--- config.mk ---
export PLATFORM = sky130hd
export DESIGN_NAME = p2s_converter
export DESIGN_NICKNAME = d
export VERILOG_FILES = /design/src/p2s_pkg.sv /design/src/char_store.sv /design/src/pulse_timer.sv /design/src/p2s_converter.sv
export SDC_FILE = /design/constraint.sdc
export NUM_CORES = 1
export LEC_CHECK = 0
export BUFFER_PORTS_ARGS = -buffer_cell sky130_fd_sc_hd__buf_2
export CORE_AREA = 2 2 81 83
export CTS_CLUSTER_SIZE = 20
export DETAILED_ROUTE_END_ITERATION = 16
export DIE_AREA = 0 0 83 85
export GPL_ROUTABILITY_DRIVEN = 0
export PLACE_DENSITY = 0.87
export RECOVER_POWER = 50
export SETUP_SLACK_MARGIN = 0.5
export SLEW_MARGIN = 10
export SYNTH_ARGS = -nofsm -noshare
export SYNTH_HDL_FRONTEND = slang
export SYNTH_SLANG_ARGS = --single-unit
--- constraint.sdc ---
create_clock -name clk_i -period 2.6 [get_ports clk_i]
set_clock_uncertainty 0.2 [all_clocks]
set_input_delay 0.13 -clock clk_i [delete_from_list [all_inputs] [get_ports clk_i]]
set_output_delay 0.13 -clock clk_i [all_outputs]
set_load 0.01 [all_outputs]
--- src/p2s_pkg.sv ---
// Purpose: Shared constants for the parallel-to-serial character converter.
// Assumes: 40 MHz system clock; bit clock arrives as a synchronous input.
// Notes:   Behaviour
// Behaviour
// - Storage captures mark on one-side prime, space on zero-side prime.
// - Storage load pulse coincides with the bit counter reset pulse.
// - Build option sends true or complemented storage outputs.
// - Reset-state bit merges into serial output only in start-stop.
// - Counter takes up to sixteen clocks; counts beyond eight send mark.
// - Code width five to eight; five forces 8,7,1, six forces 8,7.
// - A forced level is sent as mark when sampled.
// - Each character-available triggers a two millisecond auxiliary pulse.
// - During header sequence the length selector is ignored; strap rules.
// - Header strap decodes a counter value, e.g. nine, as terminal.
// - Clock after terminal count resets counter to 0000 or 0001.
// - Reset pulse loads offered character and sets reader step flop.
// - Outside header, length resets on clock 6-16 (SS) or 5-15 (sync).
// - Reader step flop clears when counter reaches two.
// - Step pulse lasts one or two bit clocks, once per character.
// - Serial output retimed by flop set up half a bit earlier.
// - Counter advances on the opposite bit clock edge to retiming.
// - Abnormal-traffic indicator follows the abnormal-traffic input.
// - Storage positions are sampled in turn, one bit clock each.
// - Synchronous format never samples the start-element position.

package p2s_pkg;

    // ------------------------------------------------------------
    // Widths and counter values
    // ------------------------------------------------------------
    localparam int          CNT_W          = 4;
    localparam int          LEVELS         = 8;
    localparam logic [3:0]  CNT_SS_RESET   = 4'h0;
    localparam logic [3:0]  CNT_SYNC_RESET = 4'h1;
    localparam logic [3:0]  CNT_START      = 4'h0;
    localparam logic [3:0]  CNT_STEP_CLEAR = 4'h2;
    localparam logic [3:0]  CNT_LAST_LEVEL = 4'h8;
    localparam logic [3:0]  TC_MIN         = 4'h5;
    localparam logic [3:0]  HDR_TC0        = 4'h6;
    localparam logic [3:0]  HDR_TC1        = 4'h7;
    localparam logic [3:0]  HDR_TC2        = 4'h8;
    localparam logic [3:0]  HDR_TC3        = 4'h9;

    // ------------------------------------------------------------
    // Code width and forced level masks (bit n = level n+1)
    // ------------------------------------------------------------
    typedef enum logic [1:0] {
        CW_FIVE  = 2'h0,
        CW_SIX   = 2'h1,
        CW_SEVEN = 2'h2,
        CW_EIGHT = 2'h3
    } code_width_type;

    localparam logic [7:0]  FORCE_FIVE     = 8'hC1;
    localparam logic [7:0]  FORCE_SIX      = 8'hC0;
    localparam logic [7:0]  FORCE_SEVEN    = 8'h80;
    localparam logic [7:0]  FORCE_EIGHT    = 8'h00;

    // ------------------------------------------------------------
    // Register map (APB, byte addresses)
    // ------------------------------------------------------------
    localparam logic [7:0]  ADDR_CTRL      = 8'h00;
    localparam logic [7:0]  ADDR_STATUS    = 8'h04;
    localparam int          CTRL_FMT_BIT   = 0;
    localparam int          CTRL_CW_LSB    = 1;
    localparam int          CTRL_LEN_LSB   = 4;
    localparam logic [7:0]  CTRL_RESET     = 8'hA7;
    localparam int          ST_CNT_LSB     = 0;
    localparam int          ST_STEP_BIT    = 4;
    localparam int          ST_ABN_BIT     = 5;
    localparam int          ST_AUX_BIT     = 6;
    localparam int          ST_AVAIL_BIT   = 7;
    localparam int          ST_CHAR_LSB    = 8;

    // ------------------------------------------------------------
    // Timing
    // ------------------------------------------------------------
    localparam int          CLK_HZ         = 40_000_000;
    localparam int          AUX_PULSE_MS   = 2;
    localparam int          AUX_CYCLES     = CLK_HZ / 1000 * AUX_PULSE_MS;

endpackage

--- src/char_store.sv ---
// Purpose: Storage flip-flops holding the character being serialised.
// Assumes: Load pulse is one clock wide.
// Notes:   Upstream keeps data stable across the load pulse.
`timescale 1ns/1ps

module char_store #(
    parameter int LEVELS = 8
) (
    // Clock and reset
    input  wire logic              clk_i,
    input  wire logic              srst_i,
    // Load side
    input  wire logic              load_i,
    input  wire logic [LEVELS-1:0] one_prime_i,
    input  wire logic              avail_i,
    // Stored character
    output logic      [LEVELS-1:0] stored_o,
    output logic                   avail_o
);

    logic [LEVELS-1:0] stored_q;
    logic              avail_q;

    // Zero-side prime is the complement; a clear prime stores a space
    always_ff @(posedge clk_i) begin
        if (srst_i) begin
            stored_q <= '0;
        end else if (load_i) begin
            stored_q <= one_prime_i & ~(~one_prime_i);
        end
    end

    always_ff @(posedge clk_i) begin
        if (srst_i) begin
            avail_q <= 1'b0;
        end else if (load_i) begin
            avail_q <= avail_i;
        end
    end

    assign stored_o = stored_q;
    assign avail_o  = avail_q;

endmodule

--- src/pulse_timer.sv ---
// Purpose: Fixed-width pulse generator started by a rising trigger.
// Assumes: Trigger is synchronous to clk_i.
// Notes:   A new rising edge restarts the full width.
`timescale 1ns/1ps

module pulse_timer #(
    parameter int CYCLES = 80000
) (
    // Clock and reset
    input  wire logic clk_i,
    input  wire logic srst_i,
    // Trigger and pulse
    input  wire logic trig_i,
    output logic      pulse_o
);

    localparam int W = $clog2(CYCLES + 1);
    localparam logic [W-1:0] FULL = W'(CYCLES);
    localparam logic [W-1:0] ONE  = W'(1);

    logic         trig_q;
    logic [W-1:0] cnt_q;
    logic         pulse_q;
    logic         rise;

    assign rise = trig_i & ~trig_q;

    always_ff @(posedge clk_i) begin
        if (srst_i) begin
            trig_q <= 1'b0;
        end else begin
            trig_q <= trig_i;
        end
    end

    always_ff @(posedge clk_i) begin
        if (srst_i) begin
            cnt_q <= '0;
        end else if (rise) begin
            cnt_q <= FULL;
        end else if (cnt_q != '0) begin
            cnt_q <= cnt_q - ONE;
        end
    end

    always_ff @(posedge clk_i) begin
        if (srst_i) begin
            pulse_q <= 1'b0;
        end else begin
            pulse_q <= rise | (cnt_q > ONE);
        end
    end

    assign pulse_o = pulse_q;

endmodule

--- src/p2s_converter.sv ---
// Purpose: Parallel-to-serial character converter with APB control.
// Assumes: bit_clk_i and all pins synchronous to clk_i; bit clock at most
//          a quarter of clk_i.
// Notes:   Counter steps on bit clock fall, output flop samples on rise.
//
// Chosen here: the address map and the APB interface to the registers.
`timescale 1ns/1ps

module p2s_converter #(
    parameter int  AUX_CYCLES   = p2s_pkg::AUX_CYCLES,
    parameter bit  INVERT_STORE = 1'b0
) (
    // Clock and reset
    input  wire logic        clk_i,
    input  wire logic        srst_i,
    // APB slave
    input  wire logic        psel_i,
    input  wire logic        penable_i,
    input  wire logic        pwrite_i,
    input  wire logic [7:0]  paddr_i,
    input  wire logic [31:0] pwdata_i,
    output logic      [31:0] prdata_o,
    output logic             pready_o,
    output logic             pslverr_o,
    // Upstream character side
    input  wire logic [7:0]  char_data_i,
    input  wire logic        char_avail_i,
    input  wire logic        header_sequence_i,
    input  wire logic [1:0]  header_count_strap_i,
    // Bit clock and serial output
    input  wire logic        bit_clk_i,
    output logic             serial_o,
    output logic             reader_step_o,
    // Indications
    output logic             aux_char_avail_o,
    input  wire logic        abnormal_traffic_i,
    output logic             abnormal_ind_o
);

    // ------------------------------------------------------------
    // Helpers
    // ------------------------------------------------------------
    function automatic logic [7:0] force_mask(
        input p2s_pkg::code_width_type cw
    );
        unique case (cw)
            p2s_pkg::CW_FIVE:  force_mask = p2s_pkg::FORCE_FIVE;
            p2s_pkg::CW_SIX:   force_mask = p2s_pkg::FORCE_SIX;
            p2s_pkg::CW_SEVEN: force_mask = p2s_pkg::FORCE_SEVEN;
            p2s_pkg::CW_EIGHT: force_mask = p2s_pkg::FORCE_EIGHT;
        endcase
    endfunction

    function automatic logic [3:0] header_tc(input logic [1:0] sel);
        unique case (sel)
            2'h0:    header_tc = p2s_pkg::HDR_TC0;
            2'h1:    header_tc = p2s_pkg::HDR_TC1;
            2'h2:    header_tc = p2s_pkg::HDR_TC2;
            default: header_tc = p2s_pkg::HDR_TC3;
        endcase
    endfunction

    // ------------------------------------------------------------
    // Register bus
    // ------------------------------------------------------------
    logic [7:0]  ctrl_q;
    logic [31:0] prdata_q;
    logic        pslverr_q;
    logic        setup;
    logic        wr_ctrl;
    logic        mapped;
    logic [31:0] status;

    logic        fmt_ss;
    p2s_pkg::code_width_type cw;
    logic [3:0]  len_sel;

    logic [3:0]  cnt_q;
    logic        step_q;
    logic        abn_q;
    logic [7:0]  stored;
    logic        stored_avail;

    assign setup   = psel_i & ~penable_i;
    assign mapped  = (paddr_i == p2s_pkg::ADDR_CTRL) |
                     (paddr_i == p2s_pkg::ADDR_STATUS);
    assign wr_ctrl = psel_i & penable_i & pwrite_i &
                     (paddr_i == p2s_pkg::ADDR_CTRL);

    assign fmt_ss  = ctrl_q[p2s_pkg::CTRL_FMT_BIT];
    assign cw      = p2s_pkg::code_width_type'(
                     ctrl_q[p2s_pkg::CTRL_CW_LSB +: 2]);
    assign len_sel = ctrl_q[p2s_pkg::CTRL_LEN_LSB +: 4];

    always_comb begin
        status = '0;
        status[p2s_pkg::ST_CNT_LSB +: 4]  = cnt_q;
        status[p2s_pkg::ST_STEP_BIT]      = step_q;
        status[p2s_pkg::ST_ABN_BIT]       = abn_q;
        status[p2s_pkg::ST_AUX_BIT]       = aux_char_avail_o;
        status[p2s_pkg::ST_AVAIL_BIT]     = stored_avail;
        status[p2s_pkg::ST_CHAR_LSB +: 8] = stored;
    end

    always_ff @(posedge clk_i) begin
        if (srst_i) begin
            ctrl_q <= p2s_pkg::CTRL_RESET;
        end else if (wr_ctrl) begin
            ctrl_q <= pwdata_i[7:0];
        end
    end

    // Read data is captured in the setup cycle so it leaves a flop
    always_ff @(posedge clk_i) begin
        if (srst_i) begin
            prdata_q  <= '0;
            pslverr_q <= 1'b0;
        end else if (setup) begin
            pslverr_q <= ~mapped;
            if (paddr_i == p2s_pkg::ADDR_CTRL) begin
                prdata_q <= {24'h000000, ctrl_q};
            end else if (paddr_i == p2s_pkg::ADDR_STATUS) begin
                prdata_q <= status;
            end else begin
                prdata_q <= '0;
            end
        end
    end

    assign prdata_o  = prdata_q;
    assign pready_o  = 1'b1;
    assign pslverr_o = pslverr_q & psel_i & penable_i;

    // ------------------------------------------------------------
    // Bit clock edges
    // ------------------------------------------------------------
    logic bclk_q;
    logic bit_rise;
    logic bit_fall;

    always_ff @(posedge clk_i) begin
        if (srst_i) begin
            bclk_q <= 1'b0;
        end else begin
            bclk_q <= bit_clk_i;
        end
    end

    assign bit_rise = bit_clk_i & ~bclk_q;
    assign bit_fall = ~bit_clk_i & bclk_q;

    // ------------------------------------------------------------
    // Terminal count and reset pulse
    // ------------------------------------------------------------
    logic [3:0] user_tc;
    logic [3:0] term_tc;
    logic [3:0] reset_val;
    logic       load;

    // Selector floor keeps at least the sixth (SS) / fifth (sync) clock
    assign user_tc   = (len_sel < p2s_pkg::TC_MIN) ? p2s_pkg::TC_MIN
                                                    : len_sel;
    assign term_tc   = header_sequence_i ? header_tc(header_count_strap_i)
                                         : user_tc;
    assign reset_val = fmt_ss ? p2s_pkg::CNT_SS_RESET
                              : p2s_pkg::CNT_SYNC_RESET;
    // One pulse both restarts the counter and loads storage;
    // >= recovers if the length shrinks mid-character
    assign load      = bit_fall & (cnt_q >= term_tc);

    always_ff @(posedge clk_i) begin
        if (srst_i) begin
            cnt_q <= p2s_pkg::CNT_START;
        end else if (load) begin
            cnt_q <= reset_val;
        end else if (bit_fall) begin
            cnt_q <= cnt_q + 4'h1;
        end
    end

    char_store #(
        .LEVELS      (p2s_pkg::LEVELS)
    ) u_store (
        .clk_i       (clk_i),
        .srst_i      (srst_i),
        .load_i      (load),
        .one_prime_i (char_data_i),
        .avail_i     (char_avail_i),
        .stored_o    (stored),
        .avail_o     (stored_avail)
    );

    // ------------------------------------------------------------
    // Reader step
    // ------------------------------------------------------------
    always_ff @(posedge clk_i) begin
        if (srst_i) begin
            step_q <= 1'b0;
        end else if (load) begin
            step_q <= 1'b1;
        end else if (bit_fall && cnt_q + 4'h1 == p2s_pkg::CNT_STEP_CLEAR) begin
            step_q <= 1'b0;
        end
    end

    assign reader_step_o = step_q;

    // ------------------------------------------------------------
    // Serialiser
    // ------------------------------------------------------------
    logic [7:0] level_out;
    logic [7:0] forced;
    logic [2:0] idx;
    logic       serial_d;
    logic       serial_q;

    assign forced    = force_mask(cw);
    assign level_out = (INVERT_STORE ? ~stored : stored) | forced;
    assign idx       = 3'(cnt_q - 4'h1);

    always_comb begin
        if (cnt_q == p2s_pkg::CNT_START) begin
            // Start element only exists in start-stop; sync idles mark
            serial_d = ~fmt_ss;
        end else if (cnt_q <= p2s_pkg::CNT_LAST_LEVEL) begin
            serial_d = level_out[idx];
        end else begin
            serial_d = 1'b1;
        end
    end

    // Counter settles on the fall, so data waits half a bit here
    always_ff @(posedge clk_i) begin
        if (srst_i) begin
            serial_q <= 1'b1;
        end else if (bit_rise) begin
            serial_q <= serial_d;
        end
    end

    assign serial_o = serial_q;

    // ------------------------------------------------------------
    // Indications
    // ------------------------------------------------------------
    pulse_timer #(
        .CYCLES  (AUX_CYCLES)
    ) u_aux (
        .clk_i   (clk_i),
        .srst_i  (srst_i),
        .trig_i  (char_avail_i),
        .pulse_o (aux_char_avail_o)
    );

    always_ff @(posedge clk_i) begin
        if (srst_i) begin
            abn_q <= 1'b0;
        end else begin
            abn_q <= abnormal_traffic_i;
        end
    end

    assign abnormal_ind_o = abn_q;
endmodule

Word level (Yosys, flattened, before mapping):

Cells that the tools add are included.

* bits in registers: 77
* input port bits: 59
* output and inout bits: 38
* word-level logic and storage cells: 78

* add/subtract/negate cells: 3
* order comparisons: 5
* eq/ne operators: 7
* multiplexer cells: 17
* bitwise logic cells: 22
* reductions and logical operators: 10

Operator list (count)
* $mux 17: 2
* $mux 16: 2
* $pmux 8 s4: 1
* $gt 17x1->1 const B: 1
* $reduce_bool 17->1: 1
* $sub 17x1->17 const B: 1
* $mux 4: 4
* $not 8->8: 2
* $pmux 4 s3: 1
* $and 1x1->1: 10
* $and 8x8->8: 1
* $eq 8x3->1 const B: 1
* $logic_not 8->1: 1
* $or 8x8->8: 1
* $eq 2x2->1 const B: 3
* $mux 1: 6
* $not 1->1: 6
* $reduce_bool 2->1: 3
* $add 4x1->4 const B: 1
* $eq 2x1->1 const B: 2
* $eq 4x2->1 const B: 1
* $ge 4x4->1: 1
* $le 4x4->1 const B: 1
* $logic_not 2->1: 2
* 8 further kinds: 9

Logic depth before layout (Yosys ltp):

* depth after elaboration: 7
* mapped depth: 10
* mapped depth without buffers: 9

By module:

A second synthesis with hierarchy kept.

* cells, all modules: 353
* area total of the unflattened synthesis: 3131.8 um2

Modules (own cells, without submodules)
* p2s_converter: times used 1, cells an instance 201, area an instance 1790.5 um2, seq. area each 660.6 um2
* pulse_timer: times used 1, cells an instance 123, area an instance 1022.2 um2, seq. area each 380.4 um2
* char_store: times used 1, cells an instance 29, area an instance 319.1 um2, seq. area each 180.2 um2

Least setup slack after synthesis:

Ideal clock, no wire load.

* path kind: register to register
* start: reg ctrl_q[6]
* end: reg u_store.avail_q, in the netlist u_store.avail_o
* setup time: 0.121 ns
* arrival: 1.902 ns
* required time: 2.279 ns
* setup slack: 0.377 ns
* cell stages (with the launch flop): 10
* path buffers: 0
* clock period less this slack: 2.223 ns
* cell sequence: dfxtp_1 > a21oi_1 > nor3_1 > a21oi_1 > ha_1 > nand2b_1 > a211o_1 > a21oi_1 > nand2b_1 > mux2_2

* longest elaborated chain between the ends: 5

Ends and longest elaborated chain
* start: declaration: line p2s_converter.sv:66 `logic [7:0] ctrl_q;`
* start signal: assignment: line p2s_converter.sv:107 `ctrl_q <= p2s_pkg::CTRL_RESET;`
* start signal: assignment: line p2s_converter.sv:109 `ctrl_q <= pwdata_i[7:0];`
* $lt 4x3->1: line p2s_converter.sv:161 `assign user_tc = (len_sel < p2s_pkg::TC_MIN) ? p2s_pkg::TC_MIN`
* $mux 4 (*): line p2s_converter.sv:161
* $mux 4 (*): line p2s_converter.sv:163 `assign term_tc = header_sequence_i ? header_tc(header_count_strap_i)`
* $ge 4x4->1 (*): line p2s_converter.sv:169 `assign load = bit_fall & (cnt_q >= term_tc);`
* $and 1x1->1 (*): line p2s_converter.sv:169
* end signal: assignment: line char_store.sv:37 `avail_q <= avail_i;`
* end: declaration: line char_store.sv:22 `logic avail_q;`

Every way passes the cells marked *; elsewhere a longest branch is shown, timed or not.
A chain may end at the register's enable or synchronous reset.

Worst setup path in the final report:

* start: in paddr_i[6]
* end: reg ctrl_q[0]

* longest elaborated chain between the ends: 2

Ends and longest elaborated chain
* start: declaration: line p2s_converter.sv:20 `input wire logic [7:0] paddr_i,`
* $logic_not 8->1: line p2s_converter.sv:88 `(paddr_i == p2s_pkg::ADDR_CTRL);`
* $and 1x1->1: line p2s_converter.sv:87 `assign wr_ctrl = psel_i & penable_i & pwrite_i &`

No other way between the ends.

==> impl_summary.txt <==
----------------------------------------------------
[Status]
  Result of the run ... finished clean

[Global routing]
  GRT overflow ... 0
  Number of global-route vias before repair ... 2,635
  Total global routing track utilization ... 0.218
  Antenna violations before repair ... 0
  First-pass GRT wire length ... 12.4 mm
  Largest net degree at the start of global routing ... 28

[Synthesis]
  Ranking of synthesized cells by area ... sky130_fd_sc_hd__dfxtp_1, sky130_fd_sc_hd__nor2_1, sky130_fd_sc_hd__a21oi_1
  Summed instance area of the synthesized netlist ... 3050 µm²
  Share of synthesized flip-flops with an asynchronous set or reset ... 0
  EDFF count, synth ... 0
  Most instantiated library cell after synthesis ... sky130_fd_sc_hd__dfxtp_1
  Fraction of post-synthesis cell area in the top cell type by area ... 0.401
  Mean post-synth cell area ... 9.04 µm²
  Proportion of synthesized chip area in sequential cells ... 0.401
  Ranking of synthesized cells by instance count ... sky130_fd_sc_hd__dfxtp_1, sky130_fd_sc_hd__nor2_1, sky130_fd_sc_hd__a21oi_1
  Yosys cell types ... 53
  Number of register bits inferred by synthesis ... 61
  Prevailing post-synth register cell ... sky130_fd_sc_hd__dfxtp_1
  Warnings, synthesis ... 0
  Mapped Cells ... 337
  Library cell occupying the most area in the post-synthesis netlist ... sky130_fd_sc_hd__dfxtp_1

[Place]
  Post-Place Cells ... 455
  Total half-perimeter wirelength after legalization and detailed placement ... 4.98 mm
  Placed Area ... 3320 µm²
  Port Buffer Count ... 55
  Setup WS pre-CTS ... 344 ps

[STA]
  Tcrit/Tclk final ... 0.876
  Setup TNS Final ... 0 ps
  Unrepaired setup endpoints after global routing ... yes
  Worst slew margin relative to its limit ... 0.222
  Final worst hold slack ... 25.2 ps
  Final hold violation count ... 0
  # setup viols final ... 0
  Final critical-path setup slack ... 322 ps
  Shortest clock period the worst path allows after layout ... 2280 ps
  Slew at the pin closest to its max-slew limit ... 1170 ps
  Final number of max-transition violations ... 0
  Max Freq ... 0.439 GHz

[Finish]
  Diode insertion count for antenna repair ... 0
  Count of placed standard cells in the final layout, fillers left out ... 499
  Post-route standard cell area excluding fillers ... 3850 µm²
  Final core area utilization ... 0.620
  Area Overhead vs Synth ... 26.3%
  Ratio of cells with drive above 1 in the final layout ... 0.213
  Final-stage net count ... 485
  Filler instances ... 516

[Hold path]
  Class of the worst hold path ... input port to flop

[Pwr]
  Areal power density over the cells ... 697 nW/µm²
  Sw power ... 0.765 mW
  Clock network fraction of total power ... 0.374
  Final Power ... 2.68 mW
  Sequential group share of total power ... 0.403
  Fraction of power spent switching nets ... 0.285
  Lkg Pwr ... 1.50 nW
  Worst IR drop on VDD ... 0.413 mV
  Part of the total power dissipated in combinational logic ... 0.223
  Internal ... 1.92 mW

[CTS]
  Clock sink count ... 61
  Clock latency at the later pin of the worst-skew pair ... 340 ps
  Root cell of the clock tree ... sky130_fd_sc_hd__clkbuf_8
  H-Tree Depth ... 3
  Maximum buffer depth of the clock tree ... 2
  Clock tree from TritonCTS ... yes
  Post-CTS clock slew at the launch and capture registers of the worst setup and hold paths ... 70 ps
  Number of buffers added by the clock tree synthesis step ... 9

[Drt]
  Total routed wirelength ... 7.67 mm
  DRC marker count from the first detailed-route iteration ... 180
  Number of vias per cell ... 5.48
  Average wire per standard cell ... 15.4 µm
  Routed vias ... 2,733
  Antenna Violating Nets Remaining ... 0
  Count of unresolved DRC violations after routing ... 0
  Number of search-and-repair iterations in the first detailed-routing pass ... 5

[Floorplanning]
  Floorplan Core Area ... 6200 µm²
  Die X ... 83 µm
  Number of placed I/O pins ... 97
  Area of the die ... 7060 µm²
  Die boundary height ... 85 µm
  Starting density of the core ... 0.491
  Row Count ... 29

[Worst setup path]
  Class of the most critical setup path ... input port to flop
  Worst EP required ... 2630 ps
  CP Max Fanout ... 6
  Critical path arrival ... 2310 ps
  Critical Path Source Type ... input port
  CP Capture Type ... flop

[Job]
  Max-Cap Viols ... 0

----------------------------------------------------
## cell usage in the layout (no fill, tap or decap), types with 4 or more instances in the layout
cell | synthesis | routed
sky130_fd_sc_hd__dlygate4sd3_1 | 0 | 20
sky130_fd_sc_hd__mux2i_1 | 6 | 6
sky130_fd_sc_hd__clkbuf_1 | 9 | 25
sky130_fd_sc_hd__clkbuf_8 | 0 | 13
sky130_fd_sc_hd__nor3_1 | 6 | 6
sky130_fd_sc_hd__a211o_1 | 6 | 6
sky130_fd_sc_hd__o21ai_0 | 8 | 8
sky130_fd_sc_hd__nand2b_1 | 8 | 6
sky130_fd_sc_hd__o211ai_1 | 5 | 5
sky130_fd_sc_hd__dfxtp_2 | 0 | 4
sky130_fd_sc_hd__buf_2 | 2 | 31
sky130_fd_sc_hd__a222oi_1 | 8 | 8
sky130_fd_sc_hd__inv_1 | 9 | 7
sky130_fd_sc_hd__nand2_1 | 8 | 8
sky130_fd_sc_hd__ha_1 | 9 | 7
sky130_fd_sc_hd__conb_1 | 2 | 17
sky130_fd_sc_hd__dfxtp_1 | 61 | 56
sky130_fd_sc_hd__xnor2_1 | 4 | 4
sky130_fd_sc_hd__nor2b_1 | 10 | 10
sky130_fd_sc_hd__a22oi_1 | 8 | 8
sky130_fd_sc_hd__nor2_1 | 42 | 42
sky130_fd_sc_hd__buf_4 | 17 | 8
sky130_fd_sc_hd__o21ai_1 | 10 | 10
sky130_fd_sc_hd__xor2_1 | 10 | 10
sky130_fd_sc_hd__nand3_1 | 11 | 11
sky130_fd_sc_hd__nand3b_1 | 9 | 9
sky130_fd_sc_hd__a21oi_1 | 26 | 23
## worst max-delay path: stages
cell                            delay, ps
sky130_fd_sc_hd__dlygate4sd3_1        530
sky130_fd_sc_hd__buf_2                120
sky130_fd_sc_hd__nor4_1               480
sky130_fd_sc_hd__nand2_2              180
sky130_fd_sc_hd__nor3_4               230
sky130_fd_sc_hd__clkbuf_1             280
sky130_fd_sc_hd__nor2b_1               90
sky130_fd_sc_hd__a211o_1              260
## flip-flops by register name (all words and copies together), names as in the netlist
register	flops
abnormal_ind_o	1
bclk_q	1
cnt_q	4
ctrl_q	8
prdata_o	16
pslverr_q	1
reader_step_o	1
serial_o	1
u_aux.cnt_q	17
u_aux.pulse_o	1
u_aux.trig_q	1
u_store.avail_o	1
u_store.stored_o	8
## worst paths after layout
kind                                         start                                to  slack [ps]  cells after the start
setup / recovery                        paddr_i[6]            ctrl_q[0]$_SDFFE_PP1P_         320                      8
setup reg to reg            ctrl_q[6]$_SDFFE_PP0P_             cnt_q[0]$_SDFFE_PP0P_         330                     11
hold reg to reg   u_store.stored_o[7]$_SDFFE_PP0P_  u_store.stored_o[7]$_SDFFE_PP0P_         310                      2
hold / removal                          paddr_i[4]            pslverr_q$_SDFFE_PP0P_          30                      5
## cells by family after synthesis
kind of cell,count (synthesis),share of synthesized area
adder cells (fa/ha/maj),9,0.0369
AND/OR/NAND/NOR,118,0.231
AO/OA/AOI/OAI,81,0.175
buffers and inverters,42,0.0759
other,2,0.00246
XOR/XNOR,14,0.0402
multiplexers,10,0.0382
flip-flops,61,0.401
## per-layer routing
metal	wire [µm]	track usage	share of wire
met1	3070	0.230	0.40
met4	137	0.0909	0.018
met3	297	0.0525	0.039
met5	0	0	0
met2	4170	0.414	0.54
## area by class of cell
cell class | count | area [µm²] | area share
clock buffer | 13 | 179 | 0.0465
clock inverter | 3 | 65.1 | 0.0169
inverter | 9 | 33.8 | 0.00878
multi-input combinational | 249 | 1690 | 0.440
sequential | 61 | 1230 | 0.320
tap | 77 | 96.3 | 0.0250
timing repair buffer | 87 | 552 | 0.143
## power by group through the flow
stage | registers, mW | logic (mW) | clock network [mW]
detailed placement | 1.10 | 0.543 | 0
finish | 1.08 | 0.598 | 1.00
floorplan | 1.09 | 0.442 | 0
CTS | 1.08 | 0.591 | 1.02
global route | 1.09 | 0.661 | 1.06
global placement | 1.09 | 0.521 | 0
## repair_timing
action / in CTS / in global routing
endpoints found under the hold margin: 20 / 0
pin swaps: 4 / 4
hold buffers: 20 / 0
gates cloned: 2 / 0
endpoints found under the setup margin: 17 / 34
setup buffers: 3 / 3
gates resized for setup: 12 / 7
(Power assumes the default switching activity.)
